--- src/design/icc_pkg.sv ---
package icc_pkg;
  // ----------------------------------------
  // Keypad codes and buffer
  // ----------------------------------------
  localparam logic [3:0] KEY_STAR = 4'ha;
  localparam logic [3:0] KEY_HASH = 4'hb;
  localparam logic [3:0] DIG_N = 4'h8;
  localparam logic [3:0] MAX_DIGIT = 4'h9;
  // ----------------------------------------
  // Register byte offsets
  // ----------------------------------------
  localparam logic [4:0] OFF_CTRL = 5'h00;
  localparam logic [4:0] OFF_STATUS = 5'h04;
  localparam logic [4:0] OFF_CFG0 = 5'h08;
  localparam logic [4:0] OFF_CFG1 = 5'h0c;
  localparam logic [4:0] OFF_AUTH = 5'h10;
  localparam logic [4:0] OFF_KEYS = 5'h14;
  localparam logic [4:0] OFF_FLAGS = 5'h18;
  localparam int CTRL_SITE_EN_BIT = 0;
  localparam int CTRL_SITE_LSB = 8;
  // ----------------------------------------
  // Reset values and ranges
  // ----------------------------------------
  localparam logic [6:0] UNLOCK_RST = 7'h04;
  localparam logic [6:0] OPEN_RST = 7'h09;
  localparam logic [6:0] MAX_TWO = 7'h63;
  localparam logic [6:0] MAX_KEY_FN = 7'h53;
  localparam logic [6:0] UCMD_LO = 7'h0a;
  localparam logic [6:0] UCMD_HI = 7'h27;
  // ----------------------------------------
  // Idle exit timing
  // ----------------------------------------
  localparam longint unsigned CLK_HZ = 100_000_000;
  localparam longint unsigned IDLE_EXIT_S = 240;
  localparam longint unsigned IDLE_CYCLES = IDLE_EXIT_S * CLK_HZ;
  // ----------------------------------------
  // Types
  // ----------------------------------------
  typedef enum logic [1:0] {
    ST_OFF = 2'b00,
    ST_KEYS = 2'b01,
    ST_CRED = 2'b11
  } icc_state_e;
  typedef struct packed {
    logic [4:0] rdr0_fmt;
    logic [4:0] rdr1_fmt;
    logic ext_en;
    logic [6:0] unlock_seconds;
    logic [6:0] open_timeout_seconds;
    logic [1:0] id_mode;
    logic block_en;
    logic duress_off;
    logic [1:0] relock;
    logic alarm_en;
    logic [1:0] apb_mode;
    logic strict_passback_bit;
    logic [29:0] ucmd_auth;
    logic [3:0][6:0] key_function_number;
    logic [3:0] key_auth;
    logic [2:0][6:0] flag_time;
    logic [2:0] flag_minutes;
  } icc_cfg_s;
  localparam icc_cfg_s CFG_RST = '{
    rdr0_fmt: 5'h00, rdr1_fmt: 5'h00, ext_en: 1'b0,
    unlock_seconds: UNLOCK_RST, open_timeout_seconds: OPEN_RST,
    id_mode: 2'h0, block_en: 1'b0, duress_off: 1'b0, relock: 2'h0,
    alarm_en: 1'b0, apb_mode: 2'h0, strict_passback_bit: 1'b0,
    ucmd_auth: 30'h3fffffff, key_function_number: 28'h0000000,
    key_auth: 4'hf, flag_time: 21'h000000, flag_minutes: 3'h0};
endpackage

--- src/design/icc_installer.sv ---
// The implementer's own choices: the placing of the registers and the Avalon-MM interface to the registers.
`timescale 1ns/1ps
// Function
// - Reader command takes two codes; 00 disables, 01 enables each terminal.
// - Card-reader variant: each terminal code selects its transmission format.
// - Codes 20,25,21,22,23,18 are the parity-free formats.
// - Any reader terminal or extension enabled frees clock/data lines from outputs.
// - Card terminal zero takes input lines one/two, terminal one lines three/four.
// - Extension module enable 0/1, disabled after reset.
// - Unlock seconds 00..99, default 04; 00 means latch operation.
// - Open timeout 01..99, default 09; ajar alarm only with door contact.
// - Identification mode 0..3: card or PIN, card, PIN, card and PIN.
// - Block after five wrong logins, option 0/1, off after reset.
// - Duress option inverted: 1 deactivates, 0 activates, default 0.
// - Site code is card bits 16..23; matching grants every such card.
// - Reduced code is first 24 card bits; site part ranges 0..255.
// - Auto-relock 0 off, 1 on opening, 2 on closing, default 0.
// - Per user command 10..39 auth flag, default 1; star form sets all.
// - Door alarm on internal sounder option 0/1, off after reset.
// - Four function keys store function 00..83 and auth bit default 1.
// - New master/installer credential replaces old; master card acts as installer card until one is stored.
// - Passback mode 0/1/2 default 0, plus separate strict bit.
// - Aux one, aux two, light timers 00..99 s, 00 makes flag latching.
// - Good command gives three beeps, bad one long beep; mode stays.
// - Leave mode after 4 minutes idle or on exit command.
module icc_installer
  import icc_pkg::*;
#(
  parameter longint unsigned IDLE_LIMIT = IDLE_CYCLES
) (
  input wire logic clk,
  input wire logic reset_n,
  input wire logic [4:0] avs_address,
  input wire logic avs_read,
  input wire logic avs_write,
  input wire logic [31:0] avs_writedata,
  input wire logic [3:0] avs_byteenable,
  output logic [31:0] avs_readdata,
  output logic avs_waitrequest,
  input wire logic enter_request,
  input wire logic key_valid,
  input wire logic [3:0] key_code,
  input wire logic cred_valid,
  input wire logic cred_is_pin,
  input wire logic [31:0] cred_value,
  input wire logic card_reader_variant,
  input wire logic door_contact_present,
  input wire logic card_valid,
  input wire logic [39:0] card_code,
  output icc_cfg_s cfg,
  output logic installer_mode,
  output logic beep_ok,
  output logic beep_err,
  output logic gpo_release,
  output logic input_line_one_off,
  output logic input_line_two_off,
  output logic input_line_three_off,
  output logic input_line_four_off,
  output logic [1:0] rdr_no_parity,
  output logic latch_mode,
  output logic ajar_alarm_allowed,
  output logic duress_active,
  output logic [2:0] flag_latching,
  output logic [23:0] reduced_code,
  output logic site_grant,
  output logic [31:0] master_card,
  output logic [31:0] master_pin,
  output logic [31:0] installer_card,
  output logic [31:0] installer_pin
);
  // ----------------------------------------
  // Functions
  // ----------------------------------------
  function automatic logic [6:0] dec2(input logic [3:0] hi, input logic [3:0] lo);
    dec2 = 7'({3'h0, hi} * 7'd10 + {3'h0, lo});
  endfunction

  function automatic logic fmt_ok(input logic [6:0] c, input logic wg);
    if (!wg) begin
      fmt_ok = (c <= 7'd1);
    end else begin
      case (c)
        7'd0, 7'd3, 7'd4, 7'd5, 7'd15, 7'd16, 7'd17, 7'd18: fmt_ok = 1'b1;
        7'd20, 7'd21, 7'd22, 7'd23, 7'd24, 7'd25: fmt_ok = 1'b1;
        default: fmt_ok = 1'b0;
      endcase
    end
  endfunction

  function automatic logic no_parity(input logic [4:0] c);
    case (c)
      5'd18, 5'd20, 5'd21, 5'd22, 5'd23, 5'd25: no_parity = 1'b1;
      default: no_parity = 1'b0;
    endcase
  endfunction

  // ----------------------------------------
  // Reset release
  // ----------------------------------------
  logic [1:0] rst_sync_reg;
  logic rst_n;

  always_ff @(posedge clk or negedge reset_n) begin
    if (!reset_n) begin
      rst_sync_reg <= 2'b00;
    end else begin
      rst_sync_reg <= {rst_sync_reg[0], 1'b1};
    end
  end
  assign rst_n = rst_sync_reg[1];

  // ----------------------------------------
  // Key collection
  // ----------------------------------------
  icc_state_e state_reg;
  logic [3:0] dig_reg [DIG_N];
  logic [3:0] cnt_reg;
  logic ovf_reg;
  logic [1:0] cred_sel_reg;
  logic [35:0] idle_reg;
  logic hash_hit;
  logic digit_hit;
  logic idle_out;

  assign hash_hit = key_valid && (state_reg == ST_KEYS) && (key_code == KEY_HASH);
  assign digit_hit = key_valid && (state_reg == ST_KEYS) && (key_code != KEY_HASH)
                     && (key_code <= KEY_STAR);
  assign idle_out = (state_reg != ST_OFF) && (idle_reg >= 36'(IDLE_LIMIT - 1));

  always_ff @(posedge clk or negedge rst_n) begin
    if (!rst_n) begin
      cnt_reg <= 4'h0;
      ovf_reg <= 1'b0;
      for (int i = 0; i < DIG_N; i++) begin
        dig_reg[i] <= 4'h0;
      end
    end else if (hash_hit || state_reg != ST_KEYS) begin
      cnt_reg <= 4'h0;
      ovf_reg <= 1'b0;
    end else if (digit_hit) begin
      if (cnt_reg == DIG_N) begin
        ovf_reg <= 1'b1;
      end else begin
        dig_reg[cnt_reg[2:0]] <= key_code;
        cnt_reg <= cnt_reg + 4'h1;
      end
    end
  end

  // ----------------------------------------
  // Command decode
  // ----------------------------------------
  icc_cfg_s cfg_next;
  logic cmd_ok;
  logic cmd_exit;
  logic cred_go;
  logic star2;
  logic bad_star;
  logic [6:0] cmd;
  logic [6:0] pa;
  logic [6:0] pb;
  logic [6:0] pm;
  logic [4:0] uidx;

  always_comb begin
    cfg_next = cfg;
    cmd_ok = 1'b0;
    cmd_exit = 1'b0;
    cred_go = 1'b0;
    cmd = dec2(dig_reg[0], dig_reg[1]);
    pa = dec2(dig_reg[2], dig_reg[3]);
    pb = dec2(dig_reg[4], dig_reg[5]);
    pm = dec2(dig_reg[3], dig_reg[4]);
    uidx = 5'(pa - UCMD_LO);
    star2 = (dig_reg[2] == KEY_STAR) && (cnt_reg > 4'h2);
    bad_star = ovf_reg;
    for (int i = 0; i < DIG_N; i++) begin
      if (4'(i) < cnt_reg && dig_reg[i] > MAX_DIGIT && i != 2) begin
        bad_star = 1'b1;
      end
    end
    if (!bad_star) begin
      case (cmd)
        7'd0: begin
          cmd_ok = (cnt_reg == 4'h2);
          cmd_exit = cmd_ok;
        end
        7'd61: begin
          if (cnt_reg == 4'h6 && !star2 && fmt_ok(pa, card_reader_variant)
              && fmt_ok(pb, card_reader_variant)) begin
            cmd_ok = 1'b1;
            cfg_next.rdr0_fmt = pa[4:0];
            cfg_next.rdr1_fmt = pb[4:0];
          end
        end
        7'd62: begin
          if (cnt_reg == 4'h3 && dig_reg[2] <= 4'h1) begin
            cmd_ok = 1'b1;
            cfg_next.ext_en = dig_reg[2][0];
          end
        end
        7'd63: begin
          if (cnt_reg == 4'h4 && !star2 && pa <= MAX_TWO) begin
            cmd_ok = 1'b1;
            cfg_next.unlock_seconds = pa;
          end
        end
        7'd64: begin
          if (cnt_reg == 4'h4 && !star2 && pa >= 7'd1) begin
            cmd_ok = 1'b1;
            cfg_next.open_timeout_seconds = pa;
          end
        end
        7'd65: begin
          if (cnt_reg == 4'h3 && dig_reg[2] <= 4'h3) begin
            cmd_ok = 1'b1;
            cfg_next.id_mode = dig_reg[2][1:0];
          end
        end
        7'd66: begin
          if (cnt_reg == 4'h3 && dig_reg[2] <= 4'h1) begin
            cmd_ok = 1'b1;
            cfg_next.block_en = dig_reg[2][0];
          end
        end
        7'd67: begin
          if (cnt_reg == 4'h3 && dig_reg[2] <= 4'h1) begin
            cmd_ok = 1'b1;
            cfg_next.duress_off = dig_reg[2][0];
          end
        end
        7'd68: begin
          if (cnt_reg == 4'h3 && dig_reg[2] <= 4'h2) begin
            cmd_ok = 1'b1;
            cfg_next.relock = dig_reg[2][1:0];
          end
        end
        7'd69: begin
          if (star2 && cnt_reg == 4'h4 && dig_reg[3] <= 4'h1) begin
            cmd_ok = 1'b1;
            cfg_next.ucmd_auth = {30{dig_reg[3][0]}};
          end else if (!star2 && cnt_reg == 4'h5 && pa >= UCMD_LO && pa <= UCMD_HI
                       && dig_reg[4] <= 4'h1) begin
            cmd_ok = 1'b1;
            cfg_next.ucmd_auth[uidx] = dig_reg[4][0];
          end
        end
        7'd70: begin
          if (cnt_reg == 4'h3 && dig_reg[2] <= 4'h1) begin
            cmd_ok = 1'b1;
            cfg_next.alarm_en = dig_reg[2][0];
          end
        end
        7'd71, 7'd72, 7'd73, 7'd74: begin
          if (cnt_reg == 4'h5 && !star2 && pa <= MAX_KEY_FN && dig_reg[4] <= 4'h1) begin
            cmd_ok = 1'b1;
            cfg_next.key_function_number[cmd[1:0] - 2'd3] = pa;
            cfg_next.key_auth[cmd[1:0] - 2'd3] = dig_reg[4][0];
          end
        end
        7'd75, 7'd76, 7'd77, 7'd78: begin
          cred_go = (cnt_reg == 4'h2);
        end
        7'd79: begin
          if (cnt_reg == 4'h3 && dig_reg[2] <= 4'h2) begin
            cmd_ok = 1'b1;
            cfg_next.apb_mode = dig_reg[2][1:0];
          end
        end
        7'd80: begin
          if (cnt_reg == 4'h3 && dig_reg[2] <= 4'h1) begin
            cmd_ok = 1'b1;
            cfg_next.strict_passback_bit = dig_reg[2][0];
          end
        end
        7'd81, 7'd82, 7'd83: begin
          if (!star2 && cnt_reg == 4'h4) begin
            cmd_ok = 1'b1;
            cfg_next.flag_time[cmd[1:0] - 2'd1] = pa;
            cfg_next.flag_minutes[cmd[1:0] - 2'd1] = 1'b0;
          end else if (star2 && cnt_reg == 4'h5 && pm >= 7'd1) begin
            cmd_ok = 1'b1;
            cfg_next.flag_time[cmd[1:0] - 2'd1] = pm;
            cfg_next.flag_minutes[cmd[1:0] - 2'd1] = 1'b1;
          end
        end
        default: cmd_ok = 1'b0;
      endcase
    end
  end

  // ----------------------------------------
  // Mode sequencing
  // ----------------------------------------
  always_ff @(posedge clk or negedge rst_n) begin
    if (!rst_n) begin
      state_reg <= ST_OFF;
      cred_sel_reg <= 2'h0;
    end else begin
      case (state_reg)
        ST_OFF: begin
          if (enter_request) begin
            state_reg <= ST_KEYS;
          end
        end
        ST_KEYS: begin
          if (idle_out || (hash_hit && cmd_exit)) begin
            state_reg <= ST_OFF;
          end else if (hash_hit && cred_go) begin
            state_reg <= ST_CRED;
            cred_sel_reg <= cmd[1:0] - 2'd3;
          end
        end
        ST_CRED: begin
          if (idle_out) begin
            state_reg <= ST_OFF;
          end else if (cred_valid || key_valid) begin
            state_reg <= ST_KEYS;
          end
        end
        default: state_reg <= ST_OFF;
      endcase
    end
  end

  always_ff @(posedge clk or negedge rst_n) begin
    if (!rst_n) begin
      idle_reg <= 36'h0;
    end else if (state_reg == ST_OFF || key_valid || cred_valid) begin
      idle_reg <= 36'h0;
    end else begin
      idle_reg <= idle_reg + 36'h1;
    end
  end

  // ----------------------------------------
  // Settings and credentials
  // ----------------------------------------
  logic cred_take;
  logic cred_kind_ok;
  logic inst_card_def_reg;
  logic [31:0] inst_card_reg;

  assign cred_take = (state_reg == ST_CRED) && cred_valid && !idle_out;
  assign cred_kind_ok = (cred_is_pin == cred_sel_reg[0]);

  always_ff @(posedge clk or negedge rst_n) begin
    if (!rst_n) begin
      cfg <= CFG_RST;
    end else if (hash_hit && cmd_ok && !idle_out) begin
      cfg <= cfg_next;
    end
  end

  always_ff @(posedge clk or negedge rst_n) begin
    if (!rst_n) begin
      master_card <= 32'h0;
      master_pin <= 32'h0;
      inst_card_reg <= 32'h0;
      inst_card_def_reg <= 1'b0;
      installer_pin <= 32'h0;
    end else if (cred_take && cred_kind_ok) begin
      case (cred_sel_reg)
        2'd0: master_card <= cred_value;
        2'd1: master_pin <= cred_value;
        2'd2: begin
          inst_card_reg <= cred_value;
          inst_card_def_reg <= 1'b1;
        end
        default: installer_pin <= cred_value;
      endcase
    end
  end

  always_ff @(posedge clk or negedge rst_n) begin
    if (!rst_n) begin
      installer_card <= 32'h0;
    end else begin
      installer_card <= inst_card_def_reg ? inst_card_reg : master_card;
    end
  end

  // ----------------------------------------
  // Signals and derived outputs
  // ----------------------------------------
  always_ff @(posedge clk or negedge rst_n) begin
    if (!rst_n) begin
      beep_ok <= 1'b0;
      beep_err <= 1'b0;
      installer_mode <= 1'b0;
    end else begin
      beep_ok <= (hash_hit && cmd_ok && !idle_out) || (cred_take && cred_kind_ok);
      beep_err <= (hash_hit && !cmd_ok && !cred_go && !idle_out)
                  || (cred_take && !cred_kind_ok)
                  || ((state_reg == ST_CRED) && key_valid && !cred_valid);
      installer_mode <= (state_reg != ST_OFF);
    end
  end

  always_ff @(posedge clk or negedge rst_n) begin
    if (!rst_n) begin
      gpo_release <= 1'b0;
      input_line_one_off <= 1'b0;
      input_line_two_off <= 1'b0;
      input_line_three_off <= 1'b0;
      input_line_four_off <= 1'b0;
      rdr_no_parity <= 2'b00;
      latch_mode <= 1'b0;
      ajar_alarm_allowed <= 1'b0;
      duress_active <= 1'b0;
      flag_latching <= 3'b000;
    end else begin
      gpo_release <= (cfg.rdr0_fmt != 5'h0) || (cfg.rdr1_fmt != 5'h0) || cfg.ext_en;
      input_line_one_off <= card_reader_variant && (cfg.rdr0_fmt != 5'h0);
      input_line_two_off <= card_reader_variant && (cfg.rdr0_fmt != 5'h0);
      input_line_three_off <= card_reader_variant && (cfg.rdr1_fmt != 5'h0);
      input_line_four_off <= card_reader_variant && (cfg.rdr1_fmt != 5'h0);
      rdr_no_parity <= {no_parity(cfg.rdr1_fmt), no_parity(cfg.rdr0_fmt)};
      latch_mode <= (cfg.unlock_seconds == 7'h0);
      ajar_alarm_allowed <= door_contact_present;
      duress_active <= !cfg.duress_off;
      for (int i = 0; i < 3; i++) begin
        flag_latching[i] <= (cfg.flag_time[i] == 7'h0) && !cfg.flag_minutes[i];
      end
    end
  end

  // ----------------------------------------
  // Site code match
  // ----------------------------------------
  logic [15:0] ctrl_reg;

  always_ff @(posedge clk or negedge rst_n) begin
    if (!rst_n) begin
      reduced_code <= 24'h0;
      site_grant <= 1'b0;
    end else begin
      site_grant <= card_valid && ctrl_reg[CTRL_SITE_EN_BIT]
                    && (card_code[23:16] == ctrl_reg[CTRL_SITE_LSB +: 8]);
      if (card_valid) begin
        reduced_code <= card_code[23:0];
      end
    end
  end

  // ----------------------------------------
  // Register bus
  // ----------------------------------------
  logic [31:0] rd_mux;

  always_comb begin
    case ({avs_address[4:2], 2'b00})
      OFF_CTRL: rd_mux = {16'h0, ctrl_reg};
      OFF_STATUS: rd_mux = {26'h0, cred_sel_reg, state_reg, beep_err, beep_ok};
      OFF_CFG0: rd_mux = {3'h0, cfg.rdr0_fmt, cfg.rdr1_fmt, cfg.ext_en,
                          cfg.unlock_seconds, cfg.open_timeout_seconds, 4'h0};
      OFF_CFG1: rd_mux = {21'h0, cfg.id_mode, cfg.block_en, cfg.duress_off,
                          cfg.relock, cfg.alarm_en, cfg.apb_mode, cfg.strict_passback_bit, 1'b0};
      OFF_AUTH: rd_mux = {2'h0, cfg.ucmd_auth};
      OFF_KEYS: rd_mux = {cfg.key_function_number, cfg.key_auth};
      OFF_FLAGS: rd_mux = {8'h0, cfg.flag_time, cfg.flag_minutes};
      default: rd_mux = 32'h0;
    endcase
  end

  always_ff @(posedge clk or negedge rst_n) begin
    if (!rst_n) begin
      avs_waitrequest <= 1'b1;
      avs_readdata <= 32'h0;
    end else if ((avs_read || avs_write) && avs_waitrequest) begin
      avs_waitrequest <= 1'b0;
      avs_readdata <= avs_read ? rd_mux : 32'h0;
    end else begin
      avs_waitrequest <= 1'b1;
    end
  end

  always_ff @(posedge clk or negedge rst_n) begin
    if (!rst_n) begin
      ctrl_reg <= 16'h0;
    end else if (avs_write && !avs_waitrequest && avs_address[4:2] == OFF_CTRL[4:2]) begin
      if (avs_byteenable[0]) begin
        ctrl_reg[7:0] <= avs_writedata[7:0];
      end
      if (avs_byteenable[1]) begin
        ctrl_reg[15:8] <= avs_writedata[15:8];
      end
    end
  end
endmodule

--- config.mk ---
export PLATFORM = sky130hd
export DESIGN_NAME = icc_installer
export DESIGN_NICKNAME = d
export VERILOG_FILES = /design/src/design/icc_pkg.sv /design/src/design/icc_installer.sv
export SDC_FILE = /design/constraint.sdc
export NUM_CORES = 1
export LEC_CHECK = 0
export ABC_AREA = 1
export BUFFER_PORTS_ARGS = -buffer_cell sky130_fd_sc_hd__buf_2
export CELL_PAD_IN_SITES_DETAIL_PLACEMENT = 0
export CELL_PAD_IN_SITES_GLOBAL_PLACEMENT = 2
export CORE_MARGIN = 4
export CORE_UTILIZATION = 35
export DETAILED_ROUTE_END_ITERATION = 8
export PLACE_DENSITY_LB_ADDON = 0.1
export SLEW_MARGIN = 20
export SYNTH_ARGS = -nofsm -noshare
export SYNTH_HDL_FRONTEND = slang
export SYNTH_SLANG_ARGS = --single-unit
--- constraint.sdc ---
create_clock -name clk -period 23 [get_ports clk]
set_clock_uncertainty 0.05 [all_clocks]
set_input_delay 2.3 -clock clk [delete_from_list [all_inputs] [get_ports clk]]
set_output_delay 2.3 -clock clk [all_outputs]
set_load 0.03 [all_outputs]
==> summary.txt <==
Status
  • Status: finished clean

Route
  • Routed Antenna Nets: 0
  • Total Routed Length: roughly 79000 um
  • Pre-antenna DRT Iters: 5
  • WL/cell: about 20 um
  • Vias per Instance: 4.97
  • Initial DRC count: 1276
  • Via count: slightly below 20000
  • DRC: 0

Run
  • Max Cap Viol: 0

Timing
  • FMAX: roughly 170 MHz
  • RSZ-0062 raised after global routing: false
  • Max_slew headroom: between 30% and 40%
  • Setup violations, final: 0
  • Setup tns final: 0 ps
  • Final-report hold violation count: 0
  • Final Slew Violations: 0
  • Final Cycle Share: between 20% and 30%
  • Min Tclk post-route: between 5000 and 6000 ps
  • Worst-Margin Slew: 994 ps

CTS
  • TritonCTS clock tree: yes
  • Max Buffers Root-to-Sink: 3
  • Number of setup buffers added after CTS: 0
  • Post-CTS Hold Buffers: 0
  • Clk Latency, worst-skew pair: ~610 ps
  • Root buf cell: clkbuf_16
  • Num CTS Buffers: 52
  • Post_cts resized: 0
  • Worst-path clk slew: ~70 ps
  • H-tree depth: 2
  • CTS Sinks: 447

Die
  • Area of the core: ~0.062 mm2
  • Total die area: roughly 0.066 mm2
  • Initial Util: a little over a third
  • Die X: 257 um
  • Row count: 91
  • Io pins: ~450
  • DIE HEIGHT: 257 um

Critical path
  • Delay of the slowest critical-path stage: 980 ps
  • CP startpoint: dig_reg[20]
  • RR Endpoint: cfg[55]
  • Worst reg2reg path depth: 16
  • Reg-to-reg setup timing slack: ~17000 ps
  • Critical path launch point type: flop
  • Critical path cell sequence: ha_1 > fa_1 > clkinv_1 > ha_1 > nand2_1 > nand3_1 > nand2_1 > nand3_1 > a21boi_0 > nand3_1 > nand4_2 > nand3_4 > nor2_8 > nand2_1 > nand2_1 > nand2_1
  • Slowest cell on the critical path: fa_1
  • Reg2Reg Launch Point: dig_reg[20]
  • Crit path top cell by count: nand2_1
  • CP max FO: 36
  • Arrival @ worst endpoint: ~6200 ps
  • WS Path Type: flop to flop
  • WP data required: about 23000 ps
  • Crit. End Element: flop

Place
  • GPL Wtd Cong: about 0.86
  • Port Buf Inserts: about 410
  • Placed insts: 3824
  • Dpl hpwl: 58100 um

Cells and area
  • Layout area overhead: 21.5%
  • Layout cells sized above 1: 20.4%
  • Fill count: around 6300
  • # diodes: 0
  • Max FFs per register: roughly 120
  • Cell Count, Final, Fillers Out: 3918
  • Final nets: between 3000 and 4000

Power
  • Maximum vdd ir drop: about 0.000064 V
  • Pleak: 13.8 nW
  • Cell Pwr Density: approximately 100 mW/mm2
  • Power, Total: 0.00272 W

Logic synthesis
  • Syn avg cell area: a little over 8 um2
  • Largest cells by area after synthesis: dfrtp_1 47%, nand2_1 14%, o21ai_0 5.9%
  • Cell variety after synth: 59
  • Sequential share of the synthesized area: about half
  • Syn_nets: around 2800
  • Mapped Area: 0.0218 mm2
  • Top cell type by total area after synthesis: dfrtp_1
  • Post-synth ARST share: 100%
  • Ys flop type: dfrtp_1
  • YS warnings: 0
  • Synth Register Bits: about 450
  • Mapped Cells: around 2700
  • Post-synth EDFFs: 0
  • Top-area cell type share of the netlist area: roughly 47%

Min path
  • Hold Crit Depth: 0
  • Worst Hold Endpoint: rst_sync_reg[1]
  • HP Start: rst_sync_reg[0]
  • Hold Crit Class: flop to flop

GRT
  • First-pass GRT wire length: around 120000 um
  • Largest net degree at the start of global routing: between 70 and 80
  • Gr usage total: 23.4%
  • Vias in the first global route: ~20000
  • Initial antenna violation count: 3
  • Global route overflow: 0
[Yosys cell counts, types with 6 or more instances]
cell type / number
dfstp_2: 38
dfrtp_1: 409
buf_4: 9
o21ai_0: 255
a2111oi_0: 8
mux2_2: 29
nor2_2: 9
nor3_1: 46
a211oi_1: 8
o21a_1: 26
xor2_1: 6
nand3_1: 172
fa_1: 8
a21oi_1: 52
nand2_1: 802
inv_1: 278
o22ai_1: 17
nand4_1: 48
ha_1: 43
buf_2: 11
xnor2_1: 6
nor2_1: 195
a221oi_1: 16
clkbuf_1: 75
nor4_1: 8
[power breakdown]
group / switching (W) / internal [W]
Combinational: 0.000715 / 0.000249
Clock: 0.000349 / 0.000514
Sequential: 0.0000635 / 0.000830
Total: 0.00113 / 0.00159
[through the flow]
stage / util, % / hold slack, ps / cell area, um2 / worst slack (ps)
after global routing: 42.9 / 330 / 26500 / 17030
after CTS: 42.9 / 299 / 26500 / 17370
after global placement: 40.0 / 294 / 24700 / 17430
after floorplan: - / 281 / 21800 / 9640
after detailed placement: 40.0 / 287 / 24700 / 17410
final: 42.9 / 295 / 26500 / 17270
[layout by cell type (no fill, tap or decap), drive strengths merged, types with 2 or more instances in the layout]
| cell type | instances |
|---|---|
| nand4 | 52 |
| dfrtp | 409 |
| mux2 | 29 |
| clkinv | 16 |
| and3 | 2 |
| nand3b | 5 |
| o221ai | 5 |
| a2111oi | 8 |
| xnor2 | 6 |
| nand3 | 174 |
| clkbuf | 76 |
| nor3 | 46 |
| a32o | 2 |
| dfstp | 38 |
| a21oi | 53 |
| o21a | 26 |
| a31oi | 5 |
| nand2 | 807 |
| nor4 | 8 |
| a221oi | 16 |
| ha | 43 |
| o21ai | 256 |
| xor2 | 6 |
| a211oi | 8 |
| inv | 283 |
| nor2 | 209 |
| buf | 439 |
| fa | 8 |
| bufinv | 5 |
| or2 | 4 |
| o22ai | 17 |
| o211ai | 5 |
[layout make-up]
type                       count  area [um2]  share of cell area, %
clock buffer                  76        1510                   5.71
sequential                   447       11200                   42.5
clock inverter                18         270                   1.02
timing repair buffer         439        2260                   8.55
tap                          837        1050                   3.96
inverter                     286        1070                   4.06
multi-input combinational   1815        9060                   34.2
[cell families (layout without fill, tap and decap cells)]
family | Yosys count | in the layout | share of synthesized area [%]
simple gates | 1309 | 1309 | 25.3
flops | 447 | 447 | 51.6
compound gates | 413 | 413 | 10.8
buf+inv | 389 | 819 | 7.09
fa+ha+maj | 51 | 51 | 3.21
mux | 29 | 29 | 1.50
xor+xnor | 12 | 12 | 0.482
other cells | 1 | 1 | 0.0172
[how the worst max path moves through the flow]
stage                endpoint  slack (ps)  cells after the start
finish                cfg[55]       17270                     16
detailed placement    cfg[54]       17410                     16
global route          cfg[55]       17030                     16
global placement      cfg[55]       17430                     16
CTS                   cfg[54]       17370                     16
floorplan           async pin        9640                      0
[worst max-delay path, delay by kind of cell (launching register included)]
family,cells,cell delay [ps]
compound gates,1,230
fa+ha+maj,3,1740
buf+inv,1,640
flops,1,560
simple gates,11,2330
[metal layers]
| metal | global-route usage (%) | wire (um) |
|---|---|---|
| met5 | 0 | 46 |
| met4 | 7.11 | 2480 |
| met3 | 4.09 | 4240 |
| met2 | 39.4 | 38100 |
| met1 | 30.9 | 34100 |
Power figures use the tool's default switching activity.
